File: src/rtl/fpx_pkg.sv
/*
  Shared constants, types and helpers of the floating subtract, square root and feature-mask unit.
  Assumes register-file operands in 64-bit register layout: sign, 11-bit exponent, 52-bit fraction.
*/
package fpx_pkg;
  localparam int MW = 57;
  localparam int ROOT_W = 55;
  localparam int RAD_W = 110;
  localparam int RAD_PAD = 56;
  localparam int CNT_W = 6;
  localparam int FW = 52;
  localparam int LSB_D = 3;
  localparam int LSB_S = 32;
  localparam int SGL_LOW = 29;
  localparam int FRAC_QUIET = 51;
  localparam int LIT_W = 8;
  localparam int DEST_W = 5;
  localparam logic [10:0] EXP_ONES = 11'h7ff;
  localparam logic [10:0] EXP_ONE = 11'h001;
  localparam logic signed [12:0] BIAS = 13'sh03ff;
  localparam logic signed [12:0] EMIN_D = 13'sh0001;
  localparam logic signed [12:0] EMAX_D = 13'sh07fe;
  localparam logic signed [12:0] EMIN_S = 13'sh0381;
  localparam logic signed [12:0] EMAX_S = 13'sh047e;
  localparam logic signed [12:0] EMIN_G = 13'sh0001;
  localparam logic signed [12:0] EMAX_G = 13'sh07ff;
  localparam logic signed [12:0] EMIN_F = 13'sh0381;
  localparam logic signed [12:0] EMAX_F = 13'sh047f;
  localparam logic [MW-1:0] UNIT_D = 57'h0_0000_0000_0008;
  localparam logic [MW-1:0] UNIT_S = 57'h0_0001_0000_0000;
  localparam logic [MW-1:0] KEEP_D = 57'h1ff_ffff_ffff_fff8;
  localparam logic [MW-1:0] KEEP_S = 57'h1ff_ffff_0000_0000;
  localparam logic [FW-1:0] FRAC_MAX_D = 52'hf_ffff_ffff_ffff;
  localparam logic [FW-1:0] FRAC_MAX_S = 52'hf_ffff_e000_0000;
  localparam logic [63:0] QNAN_DEFAULT = 64'h7ff8_0000_0000_0000;
  localparam logic [63:0] NEG_ZERO = 64'h8000_0000_0000_0000;
  // Bit 1: square root executes in hardware
  localparam logic [63:0] IMPL_FEATURES = 64'h0000_0000_0000_0002;

  typedef enum logic [2:0] {
    OP_SQRT_IEEE_SINGLE = 3'h0,
    OP_SQRT_IEEE_DOUBLE = 3'h1,
    OP_SUB_LEGACY_SINGLE = 3'h2,
    OP_SUB_LEGACY_DOUBLE = 3'h3,
    OP_SUB_IEEE_SINGLE = 3'h4,
    OP_SUB_IEEE_DOUBLE = 3'h5,
    OP_FEATURE_MASK_QUERY = 3'h6
  } fpx_op_e;
  typedef enum logic [1:0] {RQ_NORMAL = 2'h0, RQ_CHOPPED = 2'h1, RQ_MINUS_INF = 2'h2, RQ_DYNAMIC = 2'h3} fpx_rq_e;
  typedef enum logic [1:0] {RM_CHOP = 2'h0, RM_MINUS = 2'h1, RM_NEAREST = 2'h2, RM_PLUS = 2'h3} fpx_rm_e;
  typedef enum logic [3:0] {ST_IDLE = 4'h1, ST_ROOT = 4'h2, ST_NORM = 4'h4, ST_ROUND = 4'h8} fpx_state_e;

  typedef struct packed {
    logic valid;
    fpx_op_e op;
    fpx_rq_e rq;
    logic trap_inexact;
    logic trap_underflow;
    logic trap_complete;
    logic use_literal;
    logic [LIT_W-1:0] literal;
    logic [DEST_W-1:0] dest;
    logic [63:0] fp_source_one;
    logic [63:0] fp_source_two;
    logic [63:0] int_source_two;
  } fpx_req_s;

  typedef struct packed {
    logic valid;
    fpx_op_e op;
    logic [DEST_W-1:0] dest;
    logic to_int;
    logic [63:0] result;
    logic invalid;
    logic overflow;
    logic underflow;
    logic inexact;
    logic illegal;
    logic trap;
    logic sw_complete;
  } fpx_resp_s;

  function automatic logic fpx_is_sqrt(fpx_op_e op);
    return op == OP_SQRT_IEEE_SINGLE || op == OP_SQRT_IEEE_DOUBLE;
  endfunction
  function automatic logic fpx_is_legacy(fpx_op_e op);
    return op == OP_SUB_LEGACY_SINGLE || op == OP_SUB_LEGACY_DOUBLE;
  endfunction
  function automatic logic fpx_is_single(fpx_op_e op);
    return op == OP_SQRT_IEEE_SINGLE || op == OP_SUB_LEGACY_SINGLE || op == OP_SUB_IEEE_SINGLE;
  endfunction
endpackage

File: src/rtl/fpx_root.sv
/*
  Iterative integer square root, one result bit per clock.
  Assumes start is only raised while no root is in progress.
*/
`timescale 1ns/10ps
module fpx_root (
  input wire logic core_clk,
  input wire logic reset_n,
  input wire logic start,
  input wire logic [fpx_pkg::RAD_W-1:0] radicand,
  output logic done,
  output logic [fpx_pkg::ROOT_W-1:0] root,
  output logic rem_nz
);
  import fpx_pkg::*;
  logic [RAD_W-1:0] rad_reg, rad_next;
  logic [ROOT_W+1:0] rem_reg, rem_next, rem_t, trial;
  logic [ROOT_W-1:0] root_reg, root_next;
  logic [CNT_W-1:0] cnt_reg, cnt_next;
  logic busy_reg, busy_next, done_reg, done_next;

  assign rem_t = {rem_reg[ROOT_W-1:0], rad_reg[RAD_W-1 -: 2]};
  assign trial = {root_reg, 2'h1};

  always_comb begin
    rad_next = rad_reg;
    rem_next = rem_reg;
    root_next = root_reg;
    cnt_next = cnt_reg;
    busy_next = busy_reg;
    done_next = 1'b0;
    if (start) begin
      rad_next = radicand;
      rem_next = '0;
      root_next = '0;
      cnt_next = CNT_W'(ROOT_W);
      busy_next = 1'b1;
    end else if (busy_reg) begin
      rad_next = rad_reg << 2;
      if (rem_t >= trial) begin
        rem_next = rem_t - trial;
        root_next = {root_reg[ROOT_W-2:0], 1'b1};
      end else begin
        rem_next = rem_t;
        root_next = {root_reg[ROOT_W-2:0], 1'b0};
      end
      cnt_next = cnt_reg - 6'h01;
      if (cnt_reg == 6'h01) begin
        busy_next = 1'b0;
        done_next = 1'b1;
      end
    end
  end

  always_ff @(posedge core_clk or negedge reset_n) begin
    if (!reset_n) begin
      rad_reg <= '0;
      rem_reg <= '0;
      root_reg <= '0;
      cnt_reg <= '0;
      busy_reg <= 1'b0;
      done_reg <= 1'b0;
    end else begin
      rad_reg <= rad_next;
      rem_reg <= rem_next;
      root_reg <= root_next;
      cnt_reg <= cnt_next;
      busy_reg <= busy_next;
      done_reg <= done_next;
    end
  end

  assign done = done_reg;
  assign root = root_reg;
  assign rem_nz = rem_reg != '0;
endmodule

File: src/rtl/fpx_unit.sv
/*
  Execute unit for IEEE square root, legacy and IEEE subtract, and the feature-mask query.
  Assumes issue logic holds a request until ready and encodes the zero registers where required.
*/
`timescale 1ns/10ps
// Contract
// - Square root of source two, rounded
// - Negative operand invalid, minus zero passes
// - No overflow or underflow; underflow qualifier ignored
// - Only inexact and invalid; listed qualifiers accepted
// - Canonical single in, canonical single out
// - Destination gets source one minus source two
// - Legacy: round first, then range check
// - Legacy dirty zero or reserved operand traps
// - Legacy: no inexact, chopped rounding qualifier only
// - IEEE subtract adds inexact, all qualifiers
// - IEEE: round first, then range check
// - Query clears bits of present extensions
// - Low eight bits hold standard extensions
// - Hardware square root clears bit one
module fpx_unit (
  input wire logic core_clk,
  input wire logic reset_n,
  input wire fpx_pkg::fpx_req_s req,
  input wire fpx_pkg::fpx_rm_e dyn_round,
  output logic ready,
  output fpx_pkg::fpx_resp_s resp
);
  import fpx_pkg::*;
  fpx_state_e state_reg, state_next;
  fpx_op_e op_reg, op_next;
  fpx_rm_e rm_reg, rm_next, rm_in;
  logic ti_reg, ti_next, tu_reg, tu_next, ts_reg, ts_next;
  logic [DEST_W-1:0] dest_reg, dest_next;
  logic sign_reg, sign_next;
  logic signed [12:0] exp_reg, exp_next;
  logic [MW-1:0] mant_reg, mant_next;
  fpx_resp_s resp_reg, resp_next;
  logic ready_reg, ready_next;
  logic root_start, root_done, root_rem_nz;
  logic [ROOT_W-1:0] root_val;
  logic accept, sa, sb, a_ge, eff_add, leg_bad, sticky;
  logic [10:0] ea, eb, ea_e, eb_e, diff;
  logic [FW-1:0] fa, fb;
  logic a_zero, b_zero, a_nan, b_nan, a_snan, b_snan, a_inf, b_inf, a_dirty, b_dirty;
  logic [MW-1:0] ma, mb, big, lesser, sm_j, sum;
  logic signed [12:0] u, sq_exp, rexp, emin, emax;
  logic [53:0] rad_top;
  logic [63:0] fmask_src;
  logic sgl, leg, g, st, lb, inx, inc, carry, to_inf;
  logic [MW-1:0] rnd;
  logic [FW-1:0] rfrac;

  assign accept = req.valid && state_reg == ST_IDLE;
  assign {sa, ea, fa} = req.fp_source_one;
  assign {sb, eb, fb} = req.fp_source_two;
  assign a_zero = ea == '0 && fa == '0;
  assign b_zero = eb == '0 && fb == '0;
  assign a_nan = ea == EXP_ONES && fa != '0;
  assign b_nan = eb == EXP_ONES && fb != '0;
  assign a_snan = a_nan && !fa[FRAC_QUIET];
  assign b_snan = b_nan && !fb[FRAC_QUIET];
  assign a_inf = ea == EXP_ONES && fa == '0;
  assign b_inf = eb == EXP_ONES && fb == '0;
  // A set sign with zero exponent is a reserved operand, not a true zero
  assign a_dirty = ea == '0 && (fa != '0 || sa);
  assign b_dirty = eb == '0 && (fb != '0 || sb);
  assign ea_e = (ea == '0) ? EXP_ONE : ea;
  assign eb_e = (eb == '0) ? EXP_ONE : eb;
  assign ma = {1'b0, ea != '0, fa, 3'h0};
  assign mb = {1'b0, eb != '0, fb, 3'h0};
  // Align, then subtract source two from one
  assign a_ge = {ea, fa} >= {eb, fb};
  assign diff = a_ge ? ea_e - eb_e : eb_e - ea_e;
  assign big = a_ge ? ma : mb;
  assign lesser = a_ge ? mb : ma;
  assign sticky = |(lesser & ~({MW{1'b1}} << diff));
  // Shifted-out bits jammed into the lsb so cancellation keeps inexactness
  assign sm_j = (lesser >> diff) | {{(MW-1){1'b0}}, sticky};
  assign eff_add = sa != sb;
  assign sum = eff_add ? big + sm_j : big - sm_j;
  // Even exponent, radicand from source two
  assign u = $signed({2'h0, eb_e}) - BIAS;
  assign sq_exp = (u >>> 1) + BIAS;
  assign rad_top = u[0] ? {eb != '0, fb, 1'b0} : {1'b0, eb != '0, fb};
  assign fmask_src = req.use_literal ? {{(64-LIT_W){1'b0}}, req.literal} : req.int_source_two;
  assign leg_bad = req.rq == RQ_MINUS_INF || req.rq == RQ_DYNAMIC || req.trap_inexact;

  always_comb begin
    case (req.rq)
      RQ_NORMAL: rm_in = RM_NEAREST;
      RQ_CHOPPED: rm_in = RM_CHOP;
      RQ_MINUS_INF: rm_in = RM_MINUS;
      default: rm_in = dyn_round;
    endcase
  end

  // Rounding stage operates on the held normalised value
  assign sgl = fpx_is_single(op_reg);
  assign leg = fpx_is_legacy(op_reg);
  assign g = sgl ? mant_reg[LSB_S-1] : mant_reg[LSB_D-1];
  assign st = sgl ? |mant_reg[LSB_S-2:0] : |mant_reg[LSB_D-2:0];
  assign lb = sgl ? mant_reg[LSB_S] : mant_reg[LSB_D];
  assign inx = g | st;
  always_comb begin
    case (rm_reg)
      RM_NEAREST: inc = g && (st || lb);
      RM_MINUS: inc = sign_reg && inx;
      RM_PLUS: inc = !sign_reg && inx;
      default: inc = 1'b0;
    endcase
  end
  // Single rounds at its own lsb, low bits cleared
  assign rnd = (mant_reg & (sgl ? KEEP_S : KEEP_D)) + (inc ? (sgl ? UNIT_S : UNIT_D) : '0);
  assign carry = rnd[MW-1];
  assign rexp = exp_reg + $signed({12'h000, carry});
  assign rfrac = carry ? '0 : rnd[LSB_D +: FW];
  assign emin = leg ? (sgl ? EMIN_F : EMIN_G) : (sgl ? EMIN_S : EMIN_D);
  assign emax = leg ? (sgl ? EMAX_F : EMAX_G) : (sgl ? EMAX_S : EMAX_D);
  assign to_inf = rm_reg == RM_NEAREST || (rm_reg == RM_PLUS && !sign_reg) || (rm_reg == RM_MINUS && sign_reg);

  always_comb begin
    state_next = state_reg;
    op_next = op_reg;
    rm_next = rm_reg;
    ti_next = ti_reg;
    tu_next = tu_reg;
    ts_next = ts_reg;
    dest_next = dest_reg;
    sign_next = sign_reg;
    exp_next = exp_reg;
    mant_next = mant_reg;
    resp_next = resp_reg;
    resp_next.valid = 1'b0;
    root_start = 1'b0;
    case (state_reg)
      ST_IDLE: begin
        if (accept) begin
          op_next = req.op;
          rm_next = rm_in;
          ti_next = req.trap_inexact;
          // Underflow qualifier ignored for square root
          tu_next = req.trap_underflow && !fpx_is_sqrt(req.op);
          ts_next = req.trap_complete;
          dest_next = req.dest;
          resp_next = '0;
          resp_next.op = req.op;
          resp_next.dest = req.dest;
          resp_next.sw_complete = req.trap_complete;
          resp_next.valid = 1'b1;
          case (req.op)
            OP_FEATURE_MASK_QUERY: begin
              resp_next.result = fmask_src & ~IMPL_FEATURES;
              resp_next.to_int = 1'b1;
            end
            OP_SQRT_IEEE_SINGLE, OP_SQRT_IEEE_DOUBLE: begin
              if (b_snan || (sb && !b_zero && !b_nan)) begin
                resp_next.invalid = 1'b1;
                resp_next.result = QNAN_DEFAULT;
              end else if (b_nan) begin
                resp_next.result = req.fp_source_two | {12'h000, 1'b1, 51'h0};
              end else if (b_zero || b_inf) begin
                resp_next.result = req.fp_source_two;
              end else begin
                resp_next.valid = 1'b0;
                root_start = 1'b1;
                sign_next = 1'b0;
                exp_next = sq_exp;
                state_next = ST_ROOT;
              end
            end
            default: begin
              if (fpx_is_legacy(req.op) && leg_bad) begin
                // Only chopped, completion and underflow qualifiers
                resp_next.illegal = 1'b1;
              end else if (fpx_is_legacy(req.op) && (a_dirty || b_dirty)) begin
                // Reserved operand or dirty zero traps
                resp_next.invalid = 1'b1;
              end else if (!fpx_is_legacy(req.op) && (a_snan || b_snan || (a_inf && b_inf && !eff_add))) begin
                resp_next.invalid = 1'b1;
                resp_next.result = QNAN_DEFAULT;
              end else if (!fpx_is_legacy(req.op) && (a_nan || b_nan)) begin
                resp_next.result = (a_nan ? req.fp_source_one : req.fp_source_two) | {12'h000, 1'b1, 51'h0};
              end else if (!fpx_is_legacy(req.op) && a_inf) begin
                resp_next.result = req.fp_source_one;
              end else if (!fpx_is_legacy(req.op) && b_inf) begin
                resp_next.result = {!sb, req.fp_source_two[62:0]};
              end else begin
                // Exact cancellation gives minus zero only toward minus
                resp_next.valid = 1'b0;
                sign_next = (!eff_add && sum == '0) ? rm_in == RM_MINUS : (a_ge ? sa : !sb);
                exp_next = $signed({2'h0, a_ge ? ea_e : eb_e});
                mant_next = sum;
                state_next = ST_NORM;
              end
            end
          endcase
          if (fpx_is_single(req.op)) begin
            resp_next.result[SGL_LOW-1:0] = '0;
          end
        end
      end
      ST_ROOT: begin
        if (root_done) begin
          mant_next = {1'b0, root_val, root_rem_nz};
          state_next = ST_NORM;
        end
      end
      ST_NORM: begin
        if (mant_reg[MW-1]) begin
          mant_next = {1'b0, mant_reg[MW-1:2], mant_reg[1] | mant_reg[0]};
          exp_next = exp_reg + 13'sh0001;
          state_next = ST_ROUND;
        end else if (mant_reg == '0 || mant_reg[MW-2]) begin
          state_next = ST_ROUND;
        end else begin
          mant_next = mant_reg << 1;
          exp_next = exp_reg - 13'sh0001;
        end
      end
      ST_ROUND: begin
        resp_next = '0;
        resp_next.valid = 1'b1;
        resp_next.op = op_reg;
        resp_next.dest = dest_reg;
        resp_next.sw_complete = ts_reg;
        state_next = ST_IDLE;
        if (mant_reg == '0) begin
          resp_next.result = {sign_reg, 63'h0};
        end else if (rexp > emax) begin
          resp_next.overflow = 1'b1;
          resp_next.inexact = !leg;
          if (!leg) begin
            resp_next.result = to_inf ? {sign_reg, EXP_ONES, {FW{1'b0}}} :
              {sign_reg, emax[10:0], sgl ? FRAC_MAX_S : FRAC_MAX_D};
          end
        end else if (rexp < emin) begin
          resp_next.underflow = 1'b1;
          resp_next.inexact = !leg;
          resp_next.result = {sign_reg && !leg, 63'h0};
        end else begin
          resp_next.inexact = inx && !leg;
          resp_next.result = {sign_reg, rexp[10:0], rfrac};
        end
      end
      default: state_next = ST_IDLE;
    endcase
    resp_next.trap = resp_next.valid && (resp_next.invalid || resp_next.overflow || resp_next.illegal ||
      (resp_next.underflow && tu_next) || (resp_next.inexact && ti_next));
    ready_next = state_next == ST_IDLE;
  end

  always_ff @(posedge core_clk or negedge reset_n) begin
    if (!reset_n) begin
      state_reg <= ST_IDLE;
      op_reg <= OP_SQRT_IEEE_SINGLE;
      rm_reg <= RM_CHOP;
      ti_reg <= 1'b0;
      tu_reg <= 1'b0;
      ts_reg <= 1'b0;
      dest_reg <= '0;
      sign_reg <= 1'b0;
      exp_reg <= '0;
      mant_reg <= '0;
      resp_reg <= '0;
      ready_reg <= 1'b1;
    end else begin
      state_reg <= state_next;
      op_reg <= op_next;
      rm_reg <= rm_next;
      ti_reg <= ti_next;
      tu_reg <= tu_next;
      ts_reg <= ts_next;
      dest_reg <= dest_next;
      sign_reg <= sign_next;
      exp_reg <= exp_next;
      mant_reg <= mant_next;
      resp_reg <= resp_next;
      ready_reg <= ready_next;
    end
  end

  fpx_root u_root (
    .core_clk(core_clk),
    .reset_n(reset_n),
    .start(root_start),
    .radicand({rad_top, {RAD_PAD{1'b0}}}),
    .done(root_done),
    .root(root_val),
    .rem_nz(root_rem_nz)
  );

  assign ready = ready_reg;
  assign resp = resp_reg;
endmodule

File: config.mk
export PLATFORM = sky130hd
export DESIGN_NAME = fpx_unit
export DESIGN_NICKNAME = d
export VERILOG_FILES = /design/src/rtl/fpx_pkg.sv /design/src/rtl/fpx_root.sv /design/src/rtl/fpx_unit.sv
export SDC_FILE = /design/constraint.sdc
export NUM_CORES = 2
export LEC_CHECK = 0
export BUFFER_PORTS_ARGS = -buffer_cell sky130_fd_sc_hd__buf_2
export CORE_AREA = 3 3 235 352
export CTS_CLUSTER_DIAMETER = 200
export DETAILED_ROUTE_END_ITERATION = 6
export DIE_AREA = 0 0 238 355
export GPL_TIMING_DRIVEN = 0
export HOLD_SLACK_MARGIN = 0.06
export PLACE_DENSITY = 0.73
export SYNTH_ARGS = -nofsm -noshare
export SYNTH_HDL_FRONTEND = slang
export SYNTH_SLANG_ARGS = --single-unit
export TNS_END_PERCENT = 30
File: constraint.sdc
create_clock -name core_clk -period 24.5 [get_ports core_clk]
set_input_delay 6.125 -clock core_clk [delete_from_list [all_inputs] [get_ports core_clk]]
set_output_delay 6.125 -clock core_clk [all_outputs]
set_load 0.02 [all_outputs]
==> reports/metrics.cfg, run 1 <==
[run_status]
status = stopped before the end
lastStage = global routing (5_1_grt)
firstError = [ERROR GRT-0116] Global routing finished with congestion. Check the congestion regions in the DRC Viewer.

[synth]
synthTopCellsByCount = a21oi_1 (530), nor2_1 (461), nand2_1 (453), mux2i_1 (383), o21ai_0 (349)
synthMuxAreaShare_pct = 14.7
ys_seq_area_share_pct = 21.6
synth_area_mm2 = 0.0398
syn_area_per_cell_um2 = 7.75
synth_top_area_share_pct = 21.5
synth_xor_xnor_area_share_pct = 5.42
ys_ff_latch = 344
synth_edf_count = 0
synthSimpleGateAreaFrac_pct = 18.4
synth_top_family_by_area = compound AO/OA/AOI/OAI gates
synth_top_cells_by_area = dfrtp_1 (21%), mux2i_1 (9.6%), ha_1 (6.9%)
async_flop_share_pct = 100
synth_ff_type = dfrtp_1
yosysMostFrequentCell = a21oi_1
syn_nets = 5583
synth_compound_area_share_pct = 26.5
synthCells = 5141
synthAdderAreaFrac_pct = 7.08
synth_warnings = 0
yosysTopAreaCell = dfrtp_1
ys_types = 105

[grt]
grt_max_degree = 113
grt_pass1_vias = 49734
grt-ovfl-total = 25
grt_pass1_wl_um = 376000
grt_util_all_layers_pct = 61.6

[place]
gp_congestion = 1.29
post-dp-hpwl_um = 193000
io_buffer_count = 260

[floorplan]
start_util_pct = 49.8
pin_count = 301
fp.dieH_um = 355
rows = 127
fp.dieW_um = 238

[cts]
clock_path_buffers = 3
clock_sinks = 344
cts_resized = 0
cts_buffers = 34
post_cts_buffers = 0
cts_root_buffer = clkbuf_16
htree_levels = 2
ctsHoldBuffers = 0

==> through the flow <==
stage	utilization [%]	instances	setup WS (ns)	area (um^2)
CTS	54.8	6505	3.44	43800
detailed placement	53.3	6443	2.97	42600
global placement	53.1	6433	2.93	42400
floorplan	-	5141	7.68	39800
==> routing by layer <==
| metal | overflow | track usage, % |
|---|---|---|
| met1 | 0 | 61.1 |
| met2 | 14 | 86.0 |
| met3 | 0 | 35.7 |
| met4 | 11 | 63.0 |
| met5 | 0 | 9.91 |
==> cells by family after synthesis <==
family                   count (synthesis)
AO/OA/AOI/OAI                         1633
XOR/XNOR                               245
adder cells (fa/ha/maj)                223
buffers and inverters                  639
flip-flops                             344
multiplexers                           510
AND/OR/NAND/NOR                       1547
==> inputs of run 2 (changes only) <==
CORE_AREA = 3 3 342 344   (was 3 3 235 352)
CTS_CLUSTER_DIAMETER = default   (was 200)
DIE_AREA = 0 0 345 347   (was 0 0 238 355)
HOLD_SLACK_MARGIN = default   (was 0.06)
PLACE_DENSITY = default   (was 0.73)
PLACE_DENSITY_LB_ADDON = 0.15   (was default)
==> reports/metrics.cfg, run 2 <==
[run_status]
status = finished with violations
violations = DRC, capacitance limit, slew limit

[cts]
cts_buffers = 43  ; +26%
cts_root_buffer = clkbuf_16
cts_tree = yes
htree_levels = 2  ; unchanged
post_cts_buffers = 0  ; unchanged
clock_sinks = 344  ; unchanged
cts_resized = 0  ; unchanged
clk_latency_ns = 0.60
ctsHoldBuffers = 0  ; unchanged
clock_path_buffers = 3  ; unchanged
clkTransAtPathRegs_ns = 0.06

[worst_setup_path]
end_kind = register
cp_slowest_cell = mux2i_1
critical_path_class = in2reg
worstPathMaxFanout = 11
start_kind = primary input
worst-endpoint-arrival_ns = 22.64
slowest_delay_ns = 1.20
critPathRequiredTime_ns = 24.94

[floorplan]
start_util_pct = 34.9  ; -15 points
fp.dieW_um = 345  ; +45%
pin_count = 301  ; unchanged
rows = 124  ; -2.4%
fp.dieH_um = 347  ; -2.3%
fp.coreArea_mm2 = 0.114
dieArea_mm2 = 0.120

[sta]
timing.final.crit_period_ns = 22.19
timing.hold.ws_ns = 0.473
period_share_pct = 90.6
slew_violations = 22
rsz0062_at_grt = false
tightest_slew_ns = 1.58
finalSetupTns_ns = 0
hold_viol = 0
fin_skew_ns = 0.0278
max_slew_margin_pct = -5.48
max_freq_mhz = 45.1
setup_viol = 0

[power_and_ir_drop]
powerDensity_mw_per_mm2 = 121
p_leak_nw = 19.3
ir_worst_vdd_v = 0.0000766

[worst_hold_path]
hold_path.class = reg2reg

[detailed_routing]
dr.pass1.iters = 7
vias_per_cell = 6.62
remaining_drc_errors = 13
ant_nets = 0
wire_per_inst_um = 35.4
dr.first_iter.drc_count = 6792
routed_wirelength_um = 248000
num_vias = 46358

[place]
gp_congestion = 1.10  ; -15%
dp.cells = 6918  ; +7.4%
io_buffer_count = 260  ; unchanged
post-dp-hpwl_um = 198000  ; +2.9%

[grt]
grt-ovfl-total = 0
grt_pass1_vias = 43498
grt_util_all_layers_pct = 39.4
grt_pass1_wl_um = 341000
antenna_found_initial = 15
grt_max_degree = 112

[cells_and_area]
final_nets = 5895
final_util_pct = 39.2
final_cells = 7001
area_growth_pct = 12.3
final_layout_size_suffix_gt1_share_pct = 10.6
layout_common_cells = a21oi_1 (530), nor2_1 (461), nand2_1 (453)
largest_reg_flops = 81
final_common_cell = a21oi_1

[synth]
yosysTopAreaCell = dfrtp_1
synthTopCellsByCount = a21oi_1 (530), nor2_1 (461), nand2_1 (453), mux2i_1 (383), o21ai_0 (349)
ys_seq_area_share_pct = 21.6  ; unchanged
synth_top_area_share_pct = 21.5  ; unchanged
ys_types = 105  ; unchanged
synth_ff_type = dfrtp_1
synth_edf_count = 0  ; unchanged
synthCells = 5141  ; unchanged
yosysMostFrequentCell = a21oi_1
syn_area_per_cell_um2 = 7.75  ; unchanged
syn_nets = 5583  ; unchanged
async_flop_share_pct = 100  ; unchanged
synth_warnings = 0  ; unchanged
ys_ff_latch = 344  ; unchanged
synth_top_cells_by_area = dfrtp_1 (21%), mux2i_1 (9.6%), ha_1 (6.9%)
synth_area_mm2 = 0.0398  ; unchanged

[job]
maxCapViolCount = 5

-- run 2: cell counts after synthesis --
Identical to the previous run, type by type.
-- run 2: area by class of cell --
cell class	instances	area (um^2)
repair buffers	267	1430
fillers	12200	69400
plain buffers	416	1690
multi-input cells	4158	28700
flip-flops and latches	344	8610
diodes	7	17.5
clock buffers	56	1220
well taps	1512	1890
inverters	223	837
clock inverters	18	318
-- run 2: power by group --
part	internal [mW]	switching [mW]	total (mW)	leakage, nW
sequential	0.828	0.312	1.14	4.22
clock	0.434	0.277	0.711	0.748
combinational	1.27	2.30	3.57	14.4
-- run 2: logic make-up after synthesis --
logic type | count (synthesis) | share of synthesized area [%]
compound gates | 1633 | 26.5
fa+ha+maj | 223 | 7.08
flops | 344 | 21.6
mux | 510 | 14.7
simple gates | 1547 | 18.4
xor+xnor | 245 | 5.42
buf+inv | 639 | 6.34
-- run 2: worst max-delay path, delay by kind of cell --
kind	cells	cell delay [ns]
xor gates and xnor gates	2	0.41
and+or+nand+nor	17	6.50
buffers and inverters	6	4.17
muxes	1	1.20
AOI/OAI and AO/OA	12	2.92
adders and majority gates	3	1.24
-- run 2: final timing paths --
check	start	end	slack (ns)	cells past startpoint
max	req[80]	sign_reg	2.31	41
max in group asynchronous	reset_n	u_root.rem_reg[16]	17.68	3
max reg2reg	op_reg[1]	resp[24]	11.91	40
min in group asynchronous	reset_n	resp[72]	5.39	1
min	tu_reg	tu_reg	0.47	2
min reg2reg	tu_reg	tu_reg	0.47	2
-- run 2: metal layers --
metal	vias to the layer above	wire, um	GRT usage, %
li1	19748	-	-
met1	22661	99100	51.5
met2	3134	102000	58.3
met3	807	27400	9.68
met4	8	19000	24.6
met5	-	57	0
-- run 2: per-stage QoR --
stage	area, um^2	setup WS, ns	power, mW
3_5_place_dp	43200	2.59	4.58
4_1_cts	44700	3.19	5.31
2_1_floorplan	39800	7.68	3.36
5_1_grt	44700	2.26	5.73
3_3_place_gp	43000	2.47	4.57
6_report	44700	2.31	5.42
Note: power is estimated with default switching activity, not from simulation.
